File: src/pkg/isc_consts.svh
`ifndef ISC_CONSTS_SVH
`define ISC_CONSTS_SVH

// Per-cycle state costs with on-chip memory as the target
`define COST_FETCH_MEM 3'h2
`define COST_BRANCH_RD 3'h2
`define COST_STACK 3'h2
`define COST_BYTE_MEM 3'h2
`define COST_WORD_MEM 3'h2
`define COST_INTERNAL 3'h1
// Byte access to a peripheral: fast or slow module
`define COST_BYTE_PERIPH_FAST 3'h2
`define COST_BYTE_PERIPH_SLOW 3'h3

`endif

File: src/pkg/isc_pkg.sv
package isc_pkg;

    typedef enum logic [3:0] {
        CLS_REG_ALU,
        CLS_SHORT_BRANCH,
        CLS_BIT_TEST_MEM,
        CLS_BIT_CLEAR_MEM,
        CLS_BIT_SET_MEM,
        CLS_CALL_INDIRECT,
        CLS_OTHER
    } instr_class_t;

    typedef enum logic [2:0] {
        CYC_FETCH,
        CYC_BRANCH_RD,
        CYC_STACK,
        CYC_BYTE,
        CYC_WORD,
        CYC_INTERNAL
    } cycle_kind_t;

    // Cycle counts of each of the six types for one instruction
    typedef struct packed {
        logic [3:0] fetch;
        logic [3:0] branch_rd;
        logic [3:0] stack;
        logic [3:0] byte_acc;
        logic [3:0] word_acc;
        logic [3:0] internal;
    } cycle_counts_t;

    typedef struct packed {
        instr_class_t cls;
        cycle_counts_t other_counts;
        logic periph_target;
        logic periph_slow;
    } instr_req_t;

endpackage

File: src/cycle_count_table.sv
`timescale 1ns/1ps
`include "isc_consts.svh"

module cycle_count_table (
    input wire isc_pkg::instr_class_t cls,
    input wire isc_pkg::cycle_counts_t other_counts,
    output isc_pkg::cycle_counts_t counts
);
    always_comb begin
        counts = '0;
        case (cls)
            isc_pkg::CLS_REG_ALU: begin
                counts.fetch = 4'h1;
            end
            isc_pkg::CLS_SHORT_BRANCH: begin
                counts.fetch = 4'h2;
            end
            isc_pkg::CLS_BIT_TEST_MEM: begin
                counts.fetch = 4'h2;
                counts.byte_acc = 4'h1;
            end
            isc_pkg::CLS_BIT_CLEAR_MEM: begin
                counts.fetch = 4'h2;
                counts.byte_acc = 4'h2;
            end
            isc_pkg::CLS_BIT_SET_MEM: begin
                counts.fetch = 4'h2;
                counts.byte_acc = 4'h2;
            end
            isc_pkg::CLS_CALL_INDIRECT: begin
                counts.fetch = 4'h2;
                counts.branch_rd = 4'h1;
                counts.stack = 4'h1;
            end
            isc_pkg::CLS_OTHER: begin
                // Table rows outside the covered groups come from the decoder
                counts = other_counts;
            end
            default: begin
                counts = '0;
            end
        endcase
    end
endmodule

File: src/instruction_state_counter.sv
`timescale 1ns/1ps
`include "isc_consts.svh"

// Contract
// - Duration is the sum over six cycle types of count times state cost.
// - On-chip memory fetch costs two states; internal cycle costs one.
// - Peripheral byte access costs two or three states, by module addressed.
// - Register ops one fetch; short branches two; memory bit test/clear add bytes.
// - Indirect call: two fetches, one branch-address read, one stack cycle.
// - Memory bit set: two fetches, then byte read and byte write.
module instruction_state_counter (
    input wire clk_sys,
    input wire reset_n,
    input wire clk_en,
    input wire start,
    input wire isc_pkg::instr_req_t req,
    output logic ready,
    output logic busy,
    output logic done,
    output logic [7:0] total_states,
    output logic [7:0] elapsed_states,
    output logic [2:0] cycle_kind,
    output logic byte_write
);
    logic rst_meta;
    logic rst_sync_n;
    isc_pkg::cycle_counts_t counts;
    isc_pkg::cycle_counts_t remaining;
    isc_pkg::cycle_counts_t next_remaining;
    isc_pkg::cycle_kind_t kind;
    isc_pkg::cycle_kind_t next_kind;
    logic [2:0] state_left;
    logic [2:0] next_state_left;
    logic [2:0] byte_cost;
    logic next_busy;
    logic next_done;
    logic next_byte_write;
    logic [7:0] next_total;
    logic [7:0] next_elapsed;
    logic [3:0] byte_seen;
    logic [3:0] next_byte_seen;

    always_ff @(posedge clk_sys or negedge reset_n) begin
        if (!reset_n) begin
            rst_meta <= 1'b0;
            rst_sync_n <= 1'b0;
        end else begin
            rst_meta <= 1'b1;
            rst_sync_n <= rst_meta;
        end
    end

    cycle_count_table u_table (
        .cls(req.cls),
        .other_counts(req.other_counts),
        .counts(counts)
    );

    // Cost of one cycle of the given kind
    function automatic logic [2:0] cost_of(input isc_pkg::cycle_kind_t k, input logic [2:0] bc);
        case (k)
            isc_pkg::CYC_FETCH: cost_of = `COST_FETCH_MEM;
            isc_pkg::CYC_BRANCH_RD: cost_of = `COST_BRANCH_RD;
            isc_pkg::CYC_STACK: cost_of = `COST_STACK;
            isc_pkg::CYC_BYTE: cost_of = bc;
            isc_pkg::CYC_WORD: cost_of = `COST_WORD_MEM;
            isc_pkg::CYC_INTERNAL: cost_of = `COST_INTERNAL;
            default: cost_of = 3'h1;
        endcase
    endfunction

    // First kind with cycles still pending, in fixed order
    function automatic isc_pkg::cycle_kind_t first_kind(input isc_pkg::cycle_counts_t c);
        if (c.fetch != 4'h0) first_kind = isc_pkg::CYC_FETCH;
        else if (c.branch_rd != 4'h0) first_kind = isc_pkg::CYC_BRANCH_RD;
        else if (c.stack != 4'h0) first_kind = isc_pkg::CYC_STACK;
        else if (c.byte_acc != 4'h0) first_kind = isc_pkg::CYC_BYTE;
        else if (c.word_acc != 4'h0) first_kind = isc_pkg::CYC_WORD;
        else first_kind = isc_pkg::CYC_INTERNAL;
    endfunction

    function automatic logic [7:0] mul(input logic [3:0] n, input logic [2:0] c);
        mul = 8'({4'h0, n} * {5'h0, c});
    endfunction

    logic [2:0] req_byte_cost;
    logic [2:0] next_byte_cost;

    always_comb begin
        req_byte_cost = `COST_BYTE_MEM;
        if (req.periph_target) begin
            req_byte_cost = req.periph_slow ? `COST_BYTE_PERIPH_SLOW
                                            : `COST_BYTE_PERIPH_FAST;
        end
    end

    function automatic isc_pkg::cycle_counts_t dec_kind(input isc_pkg::cycle_counts_t c,
                                                        input isc_pkg::cycle_kind_t k);
        dec_kind = c;
        case (k)
            isc_pkg::CYC_FETCH: dec_kind.fetch = c.fetch - 4'h1;
            isc_pkg::CYC_BRANCH_RD: dec_kind.branch_rd = c.branch_rd - 4'h1;
            isc_pkg::CYC_STACK: dec_kind.stack = c.stack - 4'h1;
            isc_pkg::CYC_BYTE: dec_kind.byte_acc = c.byte_acc - 4'h1;
            isc_pkg::CYC_WORD: dec_kind.word_acc = c.word_acc - 4'h1;
            isc_pkg::CYC_INTERNAL: dec_kind.internal = c.internal - 4'h1;
            default: dec_kind = c;
        endcase
    endfunction

    always_comb begin
        next_remaining = remaining;
        next_kind = kind;
        next_state_left = state_left;
        next_busy = busy;
        next_done = 1'b0;
        next_total = total_states;
        next_elapsed = elapsed_states;
        next_byte_write = byte_write;
        next_byte_seen = byte_seen;
        next_byte_cost = byte_cost;
        if (!busy) begin
            if (start && (counts != '0)) begin
                // Sum of count times cost over all six types
                next_total = mul(counts.fetch, `COST_FETCH_MEM)
                           + mul(counts.branch_rd, `COST_BRANCH_RD)
                           + mul(counts.stack, `COST_STACK)
                           + mul(counts.byte_acc, req_byte_cost)
                           + mul(counts.word_acc, `COST_WORD_MEM)
                           + mul(counts.internal, `COST_INTERNAL);
                next_byte_cost = req_byte_cost;
                next_kind = first_kind(counts);
                next_state_left = cost_of(first_kind(counts), req_byte_cost);
                next_remaining = dec_kind(counts, first_kind(counts));
                next_elapsed = 8'h00;
                next_byte_seen = 4'h0;
                next_byte_write = 1'b0;
                next_busy = 1'b1;
            end
        end else begin
            next_elapsed = elapsed_states + 8'h01;
            if (state_left > 3'h1) begin
                next_state_left = state_left - 3'h1;
            end else if (kind == isc_pkg::CYC_BYTE && byte_write == 1'b0 && byte_seen == 4'h0
                         && remaining.byte_acc != 4'h0) begin
                // Read-modify-write: second byte cycle is the write
                next_byte_seen = 4'h1;
                next_byte_write = 1'b1;
                next_state_left = byte_cost;
                next_remaining = dec_kind(remaining, isc_pkg::CYC_BYTE);
            end else if (remaining != '0) begin
                next_kind = first_kind(remaining);
                next_state_left = cost_of(first_kind(remaining), byte_cost);
                next_remaining = dec_kind(remaining, first_kind(remaining));
                next_byte_write = 1'b0;
            end else begin
                // Last state of last cycle: free for the next fetch
                next_busy = 1'b0;
                next_done = 1'b1;
                next_byte_write = 1'b0;
            end
        end
    end

    always_ff @(posedge clk_sys or negedge rst_sync_n) begin
        if (!rst_sync_n) begin
            remaining <= '0;
            kind <= isc_pkg::CYC_FETCH;
            state_left <= 3'h0;
            busy <= 1'b0;
            done <= 1'b0;
            total_states <= 8'h00;
            elapsed_states <= 8'h00;
            byte_write <= 1'b0;
            byte_seen <= 4'h0;
            byte_cost <= `COST_BYTE_MEM;
            ready <= 1'b0;
        end else if (clk_en) begin
            remaining <= next_remaining;
            kind <= next_kind;
            state_left <= next_state_left;
            busy <= next_busy;
            done <= next_done;
            total_states <= next_total;
            elapsed_states <= next_elapsed;
            byte_write <= next_byte_write;
            byte_seen <= next_byte_seen;
            byte_cost <= next_byte_cost;
            ready <= !next_busy;
        end
    end

    assign cycle_kind = kind;
endmodule

File: config.mk
export PLATFORM = sky130hd
export DESIGN_NAME = instruction_state_counter
export DESIGN_NICKNAME = d
export VERILOG_FILES = /design/src/pkg/isc_pkg.sv /design/src/cycle_count_table.sv /design/src/instruction_state_counter.sv
export VERILOG_INCLUDE_DIRS = /design/src /design/src/pkg
export SDC_FILE = /design/constraint.sdc
export NUM_CORES = 1
export LEC_CHECK = 0
export BUFFER_PORTS_ARGS = -buffer_cell sky130_fd_sc_hd__buf_2
export CAP_MARGIN = 20
export CORE_MARGIN = 2
export CORE_UTILIZATION = 60
export DETAILED_ROUTE_END_ITERATION = 16
export PLACE_DENSITY = 0.82
export SLEW_MARGIN = 5
export SYNTH_ARGS = -nofsm -noshare
export SYNTH_HDL_FRONTEND = slang
export SYNTH_SLANG_ARGS = --single-unit
export TNS_END_PERCENT = 5
File: constraint.sdc
create_clock -name clk_sys -period 3.43 [get_ports clk_sys]
set_input_delay 0.5145 -clock clk_sys [delete_from_list [all_inputs] [get_ports clk_sys]]
set_output_delay 0.5145 -clock clk_sys [all_outputs]
set_load 0.02 [all_outputs]
==> results of run 1 <==
==> synth_stat cells, types with 4 or more instances <==
master     n
nand3_1   18
nor3_1    13
a211oi_1   5
or3_1      6
ha_1      33
inv_1     51
o21ai_0   36
o22ai_1    5
nor2_1    37
nor4_1     6
dfrtp_1   54
xnor2_1   15
and3_1     4
nor2b_1    5
mux2i_1   11
xor2_1     8
and2_1     7
clkbuf_1   9
a21o_1     6
fa_1      17
o31ai_1    6
o21ai_1    8
o211ai_1   4
nand2_1   65
buf_2      8
nor3b_2    4
nor3b_1    4
a21oi_1   20
nand2b_1   8
nand4_1   11
==> power groups by stage <==
stage / clock (W) / sequential [W] / combinational, W
global placement: 0 / 0.000817 / 0.000692
floorplan: 0 / 0.000869 / 0.000445
finish: 0.000369 / 0.000815 / 0.000747
detailed placement: 0 / 0.000826 / 0.000719
CTS: 0.000372 / 0.000813 / 0.000730
global route: 0.000394 / 0.000830 / 0.000832
==> per-layer routing <==
metal	wire length [um]	part of all wire [%]
met4	362	2.7
met2	6543	50
met5	0	0
met3	815	6.2
met1	5452	41
==> sequential cells by signal (all words and copies together) (netlist names) <==
register        count
remaining          24
elapsed_states      8
total_states        8
cycle_kind          3
state_left          3
busy                1
byte_cost           1
byte_seen           1
byte_write          1
done                1
ready               1
rst_meta            1
rst_sync_n          1
==> worst max path at each step <==
stage                  from         endpoint  slack [ns]  depth (start not counted)
floorplan           req[26]  total_states[6]       -0.82                         18
global placement    req[26]  total_states[6]       -0.78                         17
detailed placement  req[26]  total_states[6]       -0.88                         15
CTS                 req[29]  total_states[6]       -0.48                         16
global route        req[26]  total_states[6]       -0.62                         16
finish              req[26]  total_states[6]       -0.48                         16
==> repair_timing <==
item,CTS,global route
endpoints found under the hold margin,2,0
endpoints found under the setup margin,5,5
buffers inserted,1,2
cloned,1,0
gates resized for setup,10,9
hold buffers,1,0
pin swaps,4,7
==> kinds of logic (layout without fill, tap and decap cells) <==
logic type / Yosys count / after routing / share of synthesized area [%]
compound gates: 129 / 129 / 18.72
xor+xnor: 23 / 23 / 4.141
fa+ha+maj: 50 / 50 / 15.48
buf+inv: 73 / 184 / 6.378
flops: 54 / 54 / 27.78
mux: 16 / 16 / 3.729
other cells: 1 / 1 / 0.07709
simple gates: 214 / 214 / 23.69
==> area by class of cell <==
cell class | count | area, um^2
Tap cell | 102 | 127.6
Clock inverter | 2 | 15.01
Fill cell | 560 | 1917
Sequential cell | 54 | 1353
Timing Repair Buffer | 124 | 808.3
Inverter | 52 | 195.2
Multi-Input combinational cell | 433 | 3319
Clock buffer | 6 | 72.57
==> stage by stage <==
| step | setup TNS, ns | hold slack [ns] | power [W] |
|---|---|---|---|
| detailed placement | -4.047 | 0.3008 | 0.001545 |
| CTS | -1.834 | 0.3672 | 0.001915 |
| floorplan | -3.732 | 0.2189 | 0.001314 |
| finish | -1.886 | 0.3656 | 0.001931 |
| global placement | -3.629 | 0.2991 | 0.001509 |
| global route | -2.442 | 0.3795 | 0.002056 |
==> cell usage in the layout, fill, tap and decap left out, types with 8 or more instances in the layout <==
| cell | count |
|---|---|
| buf_4 | 63 |
| a21oi_1 | 18 |
| nand2_1 | 59 |
| nor2_1 | 35 |
| buf_2 | 56 |
| inv_1 | 49 |
| xor2_1 | 8 |
| nor3_1 | 13 |
| o21ai_1 | 9 |
| nand4_1 | 11 |
| fa_1 | 15 |
| nand3_1 | 17 |
| mux2i_1 | 11 |
| ha_1 | 30 |
| dfrtp_1 | 53 |
| o21ai_0 | 35 |
| nand2b_1 | 8 |
| xnor2_1 | 15 |
==> flow_metrics.env, run 1 <==
export IMPL_r2r_start="remaining[16]"
export IMPL_dp_hpwl_mm=10.13
export IMPL_vias_per_cell=5.982
export IMPL_status="finished with violations"
export IMPL_die_area_um2=8844
export IMPL_synth_edf_count=0
export IMPL_start_util_pct=62.31
export IMPL_worstSetupEndpointType="register"
export IMPL_crit_arrival_ns=4.15
export IMPL_crit_buf_inv=4
export IMPL_worstPathMaxFanout=6
export IMPL_yosysSeqAreaShare_pct=27.78
export IMPL_cp_top_family="adder cells"
export IMPL_grt_util_all_layers_pct=31.40
export IMPL_netSwitchingPower_w=0.0007445
export IMPL_path_cells="buf_2, and4bb_4, buf_6, nand2_4, nor2_4, fa_1, fa_1, fa_1, fa_1, inv_1, fa_2, inv_1, a21o_1, a21oi_2, xor2_1, o21ai_1"
export IMPL_first_iter_violations=351
export IMPL_synth_nets=644
export IMPL_synthTopCellsByArea="dfrtp_1 28%, ha_1 8.5%, fa_1 7.0%"
export IMPL_met2_usage_pct=54.52
export IMPL_first_global_vias=4599
export IMPL_globalplace_congestion=0.9891
export IMPL_worst_pin_slew_ns=0.7182
export IMPL_peakVddDrop_mv=0.1701
export IMPL_setup_violations_final=5
export IMPL_ant_nets=0
export IMPL_post_route_period_util_pct=113.9
export IMPL_yosys_area_top_type_share_pct=27.78
export IMPL_rows=32
export IMPL_slowest_stage="fa_1"
export IMPL_rrSetupSlack_ns=0.74
export IMPL_cts_root_buf="clkbuf_8"
export IMPL_final_util_pct=75.45
export IMPL_grt_util_met1_pct=40.97
export IMPL_min_from="rst_meta"
export IMPL_drive_gt1_share_pct=28.61
export IMPL_final_nets=754
export IMPL_p_leak_nw=2.768
export IMPL_fin_crit_ns=3.907
export IMPL_diodes=0
export IMPL_slowest_delay_ns=0.55
export IMPL_crit_type="in -> reg"
export IMPL_crit_path_frequent_cell="fa_1"
export IMPL_dp_cells=760
export IMPL_cts_buffers=5
export IMPL_drv_cap=0
export IMPL_ys_flop_type="dfrtp_1"
export IMPL_clk_pin_slew_ns=0.11
export IMPL_syn_avg_cell_area_um2=8.687
export IMPL_die_w_um=94.05
export IMPL_required_ns=3.67
export IMPL_layout_setup_ws_ns=-0.4775
export IMPL_grtUsageMet3_pct=3.772
export IMPL_reg2reg_to="remaining[0]"
export IMPL_hp_class="reg -> reg"
export IMPL_violations="setup timing"
export IMPL_seqPwrFrac_pct=42.2
export IMPL_slew_violations=0
export IMPL_synth_area_leader_cell="dfrtp_1"
export IMPL_synthArstFlopShare_pct=100.0
export IMPL_cts_tree="yes"
export IMPL_fin_skew_ns=0.01226
export IMPL_grt_max_degree=53
export IMPL_place_area_um2=5679
export IMPL_slew_headroom_pct=51.95
export IMPL_area_delta_synth_final_pct=21.09
export IMPL_routed_wl_mm=13.17
export IMPL_dr_pass1_iters=6
export IMPL_antenna_found_initial=0
export IMPL_drc=0
export IMPL_rsz0062_at_grt="yes"
export IMPL_io_pins=57
export IMPL_combPwrFrac_pct=38.7
export IMPL_min_to="rst_sync_n"
export IMPL_clock_power_share_pct=19.1
export IMPL_die_y_um=94.05
export IMPL_hold_depth=0
export IMPL_final_cell_area_um2=5891
export IMPL_core_area_um2=7807
export IMPL_internal_power_w=0.001186
export IMPL_cts_sinks=54
export IMPL_reg2regPathDepth=8
export IMPL_fin_cells=773
export IMPL_clock_fmax_mhz=255.9
export IMPL_grt_pass1_wl_mm=22.03
export IMPL_vias=4624
export IMPL_place_ws_ns=-0.8809
export IMPL_overflow=0
export IMPL_port_buffers=56
export IMPL_syn_area_um2=4865
export IMPL_yosys_register_bits=54
export IMPL_switching_share_pct=38.56
export IMPL_htree_levels=2
export IMPL_ys_types=86
export IMPL_power_density_nw_per_um2=327.7
export IMPL_post_drt_wl_per_cell_um=17.04
export IMPL_clk_latency_ns=0.32
export IMPL_hold_viol=0
export IMPL_ys_warn_count=0
export IMPL_cp_start_kind="primary input"
export IMPL_syn_inst=560
export IMPL_clockBufferDepth=2
export IMPL_grt_busiest_layer="met2"
Note: power is estimated with default switching activity, not from simulation.
==> run 2, diff against run 1 <==
Settings changed: SYNTH_HIERARCHICAL set to 1.
==> flow_metrics.env, run 2 <==
export IMPL_hp_class="reg -> reg"
export IMPL_rrSetupSlack_ns=0.94
export IMPL_slowest_stage="fa_1"
export IMPL_layout_common_cells="64 x buf_4, 56 x buf_2, 53 x inv_1, 53 x dfrtp_1, 52 x nand2_1"
export IMPL_ys_warn_count=6
export IMPL_slew_headroom_pct=48.22
export IMPL_drv_cap=0
export IMPL_path_cells="buf_2, nand2b_4, nor2_4, buf_4, and2_4, inv_2, fa_1, fa_1, fa_1, inv_1, fa_1, inv_2, fa_2, inv_2, a21o_1, a21oi_2, xor2_1, o21ai_1"
export IMPL_yosys_area_top_type_share_pct=27.76
export IMPL_power_density_nw_per_um2=377.5
export IMPL_vias=4632
export IMPL_overflow=0
export IMPL_clk_latency_ns=0.31
export IMPL_core_area_um2=7807
export IMPL_rows=32
export IMPL_hold_viol=0
export IMPL_port_buffers=56
export IMPL_seqPwrFrac_pct=39.1
export IMPL_post_drt_wl_per_cell_um=17.02
export IMPL_synthArstFlopShare_pct=100.0
export IMPL_cts_root_buf="clkbuf_8"
export IMPL_cp_start_kind="primary input"
export IMPL_slew_violations=0
export IMPL_setup_violations_final=5
export IMPL_post_route_period_util_pct=120.3
export IMPL_synth_edf_count=0
export IMPL_cts_sinks=54
export IMPL_multi_input_area_um2=3264
export IMPL_largest_reg_flops=24
export IMPL_clock_fmax_mhz=242.4
export IMPL_worstPathMaxFanout=5
export IMPL_worst_pin_slew_ns=0.7750
export IMPL_grt_max_degree=53
export IMPL_ant_nets=0
export IMPL_switching_share_pct=40.73
export IMPL_nFillCells=546
export IMPL_syn_inst=555
export IMPL_first_global_vias=4591
export IMPL_final_nets=749
export IMPL_area_delta_synth_final_pct=21.05
export IMPL_diodes=0
export IMPL_grt_pass1_wl_mm=21.52
export IMPL_synth_area_leader_cell="dfrtp_1"
export IMPL_globalplace_congestion=0.8725
export IMPL_dr_pass1_iters=5
export IMPL_slowest_delay_ns=0.53
export IMPL_synth_nets=639
export IMPL_synthTopCellsByArea="dfrtp_1 28%, ha_1 8.5%, fa_1 7.0%"
export IMPL_seqCellArea_um2=1353
export IMPL_syn_avg_cell_area_um2=8.770
export IMPL_worstSetupEndpointType="register"
export IMPL_layout_setup_ws_ns=-0.6957
export IMPL_clockBufferDepth=2
export IMPL_ys_flop_type="dfrtp_1"
export IMPL_first_iter_violations=368
export IMPL_top_register="remaining"
export IMPL_yosys_register_bits=54
export IMPL_clock_power_share_pct=16.7
export IMPL_synth_most_common_cell="inv_1"
export IMPL_reg_largest_list="remaining: 24 flops, elapsed_states: 8 flops, total_states: 8 flops"
export IMPL_cts_buffers=5
export IMPL_combPwrFrac_pct=44.2
export IMPL_netSwitchingPower_w=0.0009060
export IMPL_drc=0
export IMPL_drive_gt1_share_pct=28.38
export IMPL_io_pins=57
export IMPL_die_w_um=94.07
export IMPL_start_util_pct=62.34
export IMPL_fin_crit_ns=4.126
export IMPL_cts_tree="yes"
export IMPL_clk_pin_slew_ns=0.11
export IMPL_die_y_um=94.07
export IMPL_ys_types=82
export IMPL_peakVddDrop_mv=0.2077
export IMPL_fin_cells=768
export IMPL_total_power_w=0.002224
export IMPL_rsz0062_at_grt="yes"
export IMPL_crit_arrival_ns=4.37
export IMPL_internal_power_w=0.001318
export IMPL_required_ns=3.68
export IMPL_htree_levels=2
export IMPL_antenna_found_initial=0
export IMPL_violations="setup timing"
export IMPL_synth_common_cells="61 x inv_1, 54 x dfrtp_1, 52 x nand2_1"
export IMPL_grt_util_all_layers_pct=30.53
export IMPL_final_common_cell="buf_4"
export IMPL_status="finished with violations"
export IMPL_crit_type="in -> reg"
export IMPL_yosysSeqAreaShare_pct=27.76
export IMPL_syn_area_um2=4867
export IMPL_vias_per_cell=6.031
export IMPL_p_leak_nw=2.769
export IMPL_routed_wl_mm=13.08
export IMPL_fin_skew_ns=0.01369
export IMPL_dp_cells=747
export IMPL_die_area_um2=8848
export IMPL_crit_path_frequent_cell="fa_1"
export IMPL_dp_hpwl_mm=9.818
[run 2: per-stage QoR]
step | setup TNS (ns) | utilization, % | instance area (um^2) | hold slack, ns | setup WS [ns]
6_report | -2.978 | 75.46 | 5892 | 0.3620 | -0.6957
5_1_grt | -3.692 | 75.46 | 5892 | 0.3777 | -0.8237
4_1_cts | -2.591 | 74.46 | 5813 | 0.3640 | -0.6232
3_5_place_dp | -5.419 | 72.23 | 5639 | 0.3002 | -1.097
3_3_place_gp | -4.810 | 72.23 | 5639 | 0.3004 | -0.9683
2_1_floorplan | -3.550 | - | 4922 | 0.2189 | -0.7917
[run 2: final cells by class]
class	instances	share of cell area [%]
multi-input cells	418	55.40
clock inverters	3	0.3610
well taps	102	2.166
clock buffers	5	1.168
repair buffers	124	13.95
flip-flops and latches	54	22.96
inverters	62	3.992
[run 2: kinds of logic (layout without fill, tap and decap cells)]
kind of cell	after synthesis	after routing	synth area share, %
compound gates	131	131	18.74
xor+xnor	12	12	2.159
fa+ha+maj	50	50	15.48
buf+inv	84	194	7.018
flops	54	54	27.76
mux	18	18	3.907
other cells	1	1	0.07705
simple gates	205	206	24.86
[run 2: power by group through the flow]
stage               clock [W]  combinational [W]  sequential (W)
CTS                  0.000371           0.000966        0.000867
floorplan                   0           0.000613        0.000940
detailed placement          0           0.000952        0.000882
finish               0.000371           0.000983        0.000870
global route         0.000403            0.00110        0.000891
global placement            0           0.000910        0.000874
[run 2: critical path, delay by kind of cell]
kind,cells,cell delay (ns)
xor gates and xnor gates,1,0.16
AOI/OAI and AO/OA,3,0.32
adders and majority gates,5,2.46
buffers and inverters,6,0.47
and+or+nand+nor,3,0.46
[run 2: timing repair]
action | CTS | global route
cloned | 1 | 0
pin swaps | 13 | 15
setup endpoints to repair | 6 | 6
endpoints found under the hold margin | 2 | 0
hold buffers | 1 | 0
resized for setup | 9 | 9
buffers inserted | 5 | 6
[run 2: path summary, 6_finish.rpt]
| kind | from | endpoint | cells past startpoint |
|---|---|---|---|
| setup / recovery | req[26] | total_states[6] | 18 |
| hold / removal | rst_meta | rst_sync_n | 0 |
| setup reg to reg | remaining[9] | remaining[19] | 8 |
| hold reg to reg | rst_meta | rst_sync_n | 0 |
| max in group asynchronous | rst_sync_n | remaining[4] | 1 |
| min in group asynchronous | rst_sync_n | remaining[15] | 1 |
[run 2: layer usage]
| metal | wire length [um] | vias to the layer above | global-route usage, % |
|---|---|---|---|
| met5 | 0 | - | 0 |
| met4 | 325 | 0 | 10.02 |
| met3 | 739 | 30 | 3.371 |
| met2 | 6668 | 205 | 54.35 |
| met1 | 5341 | 2203 | 38.58 |
| li1 | - | 2194 | - |
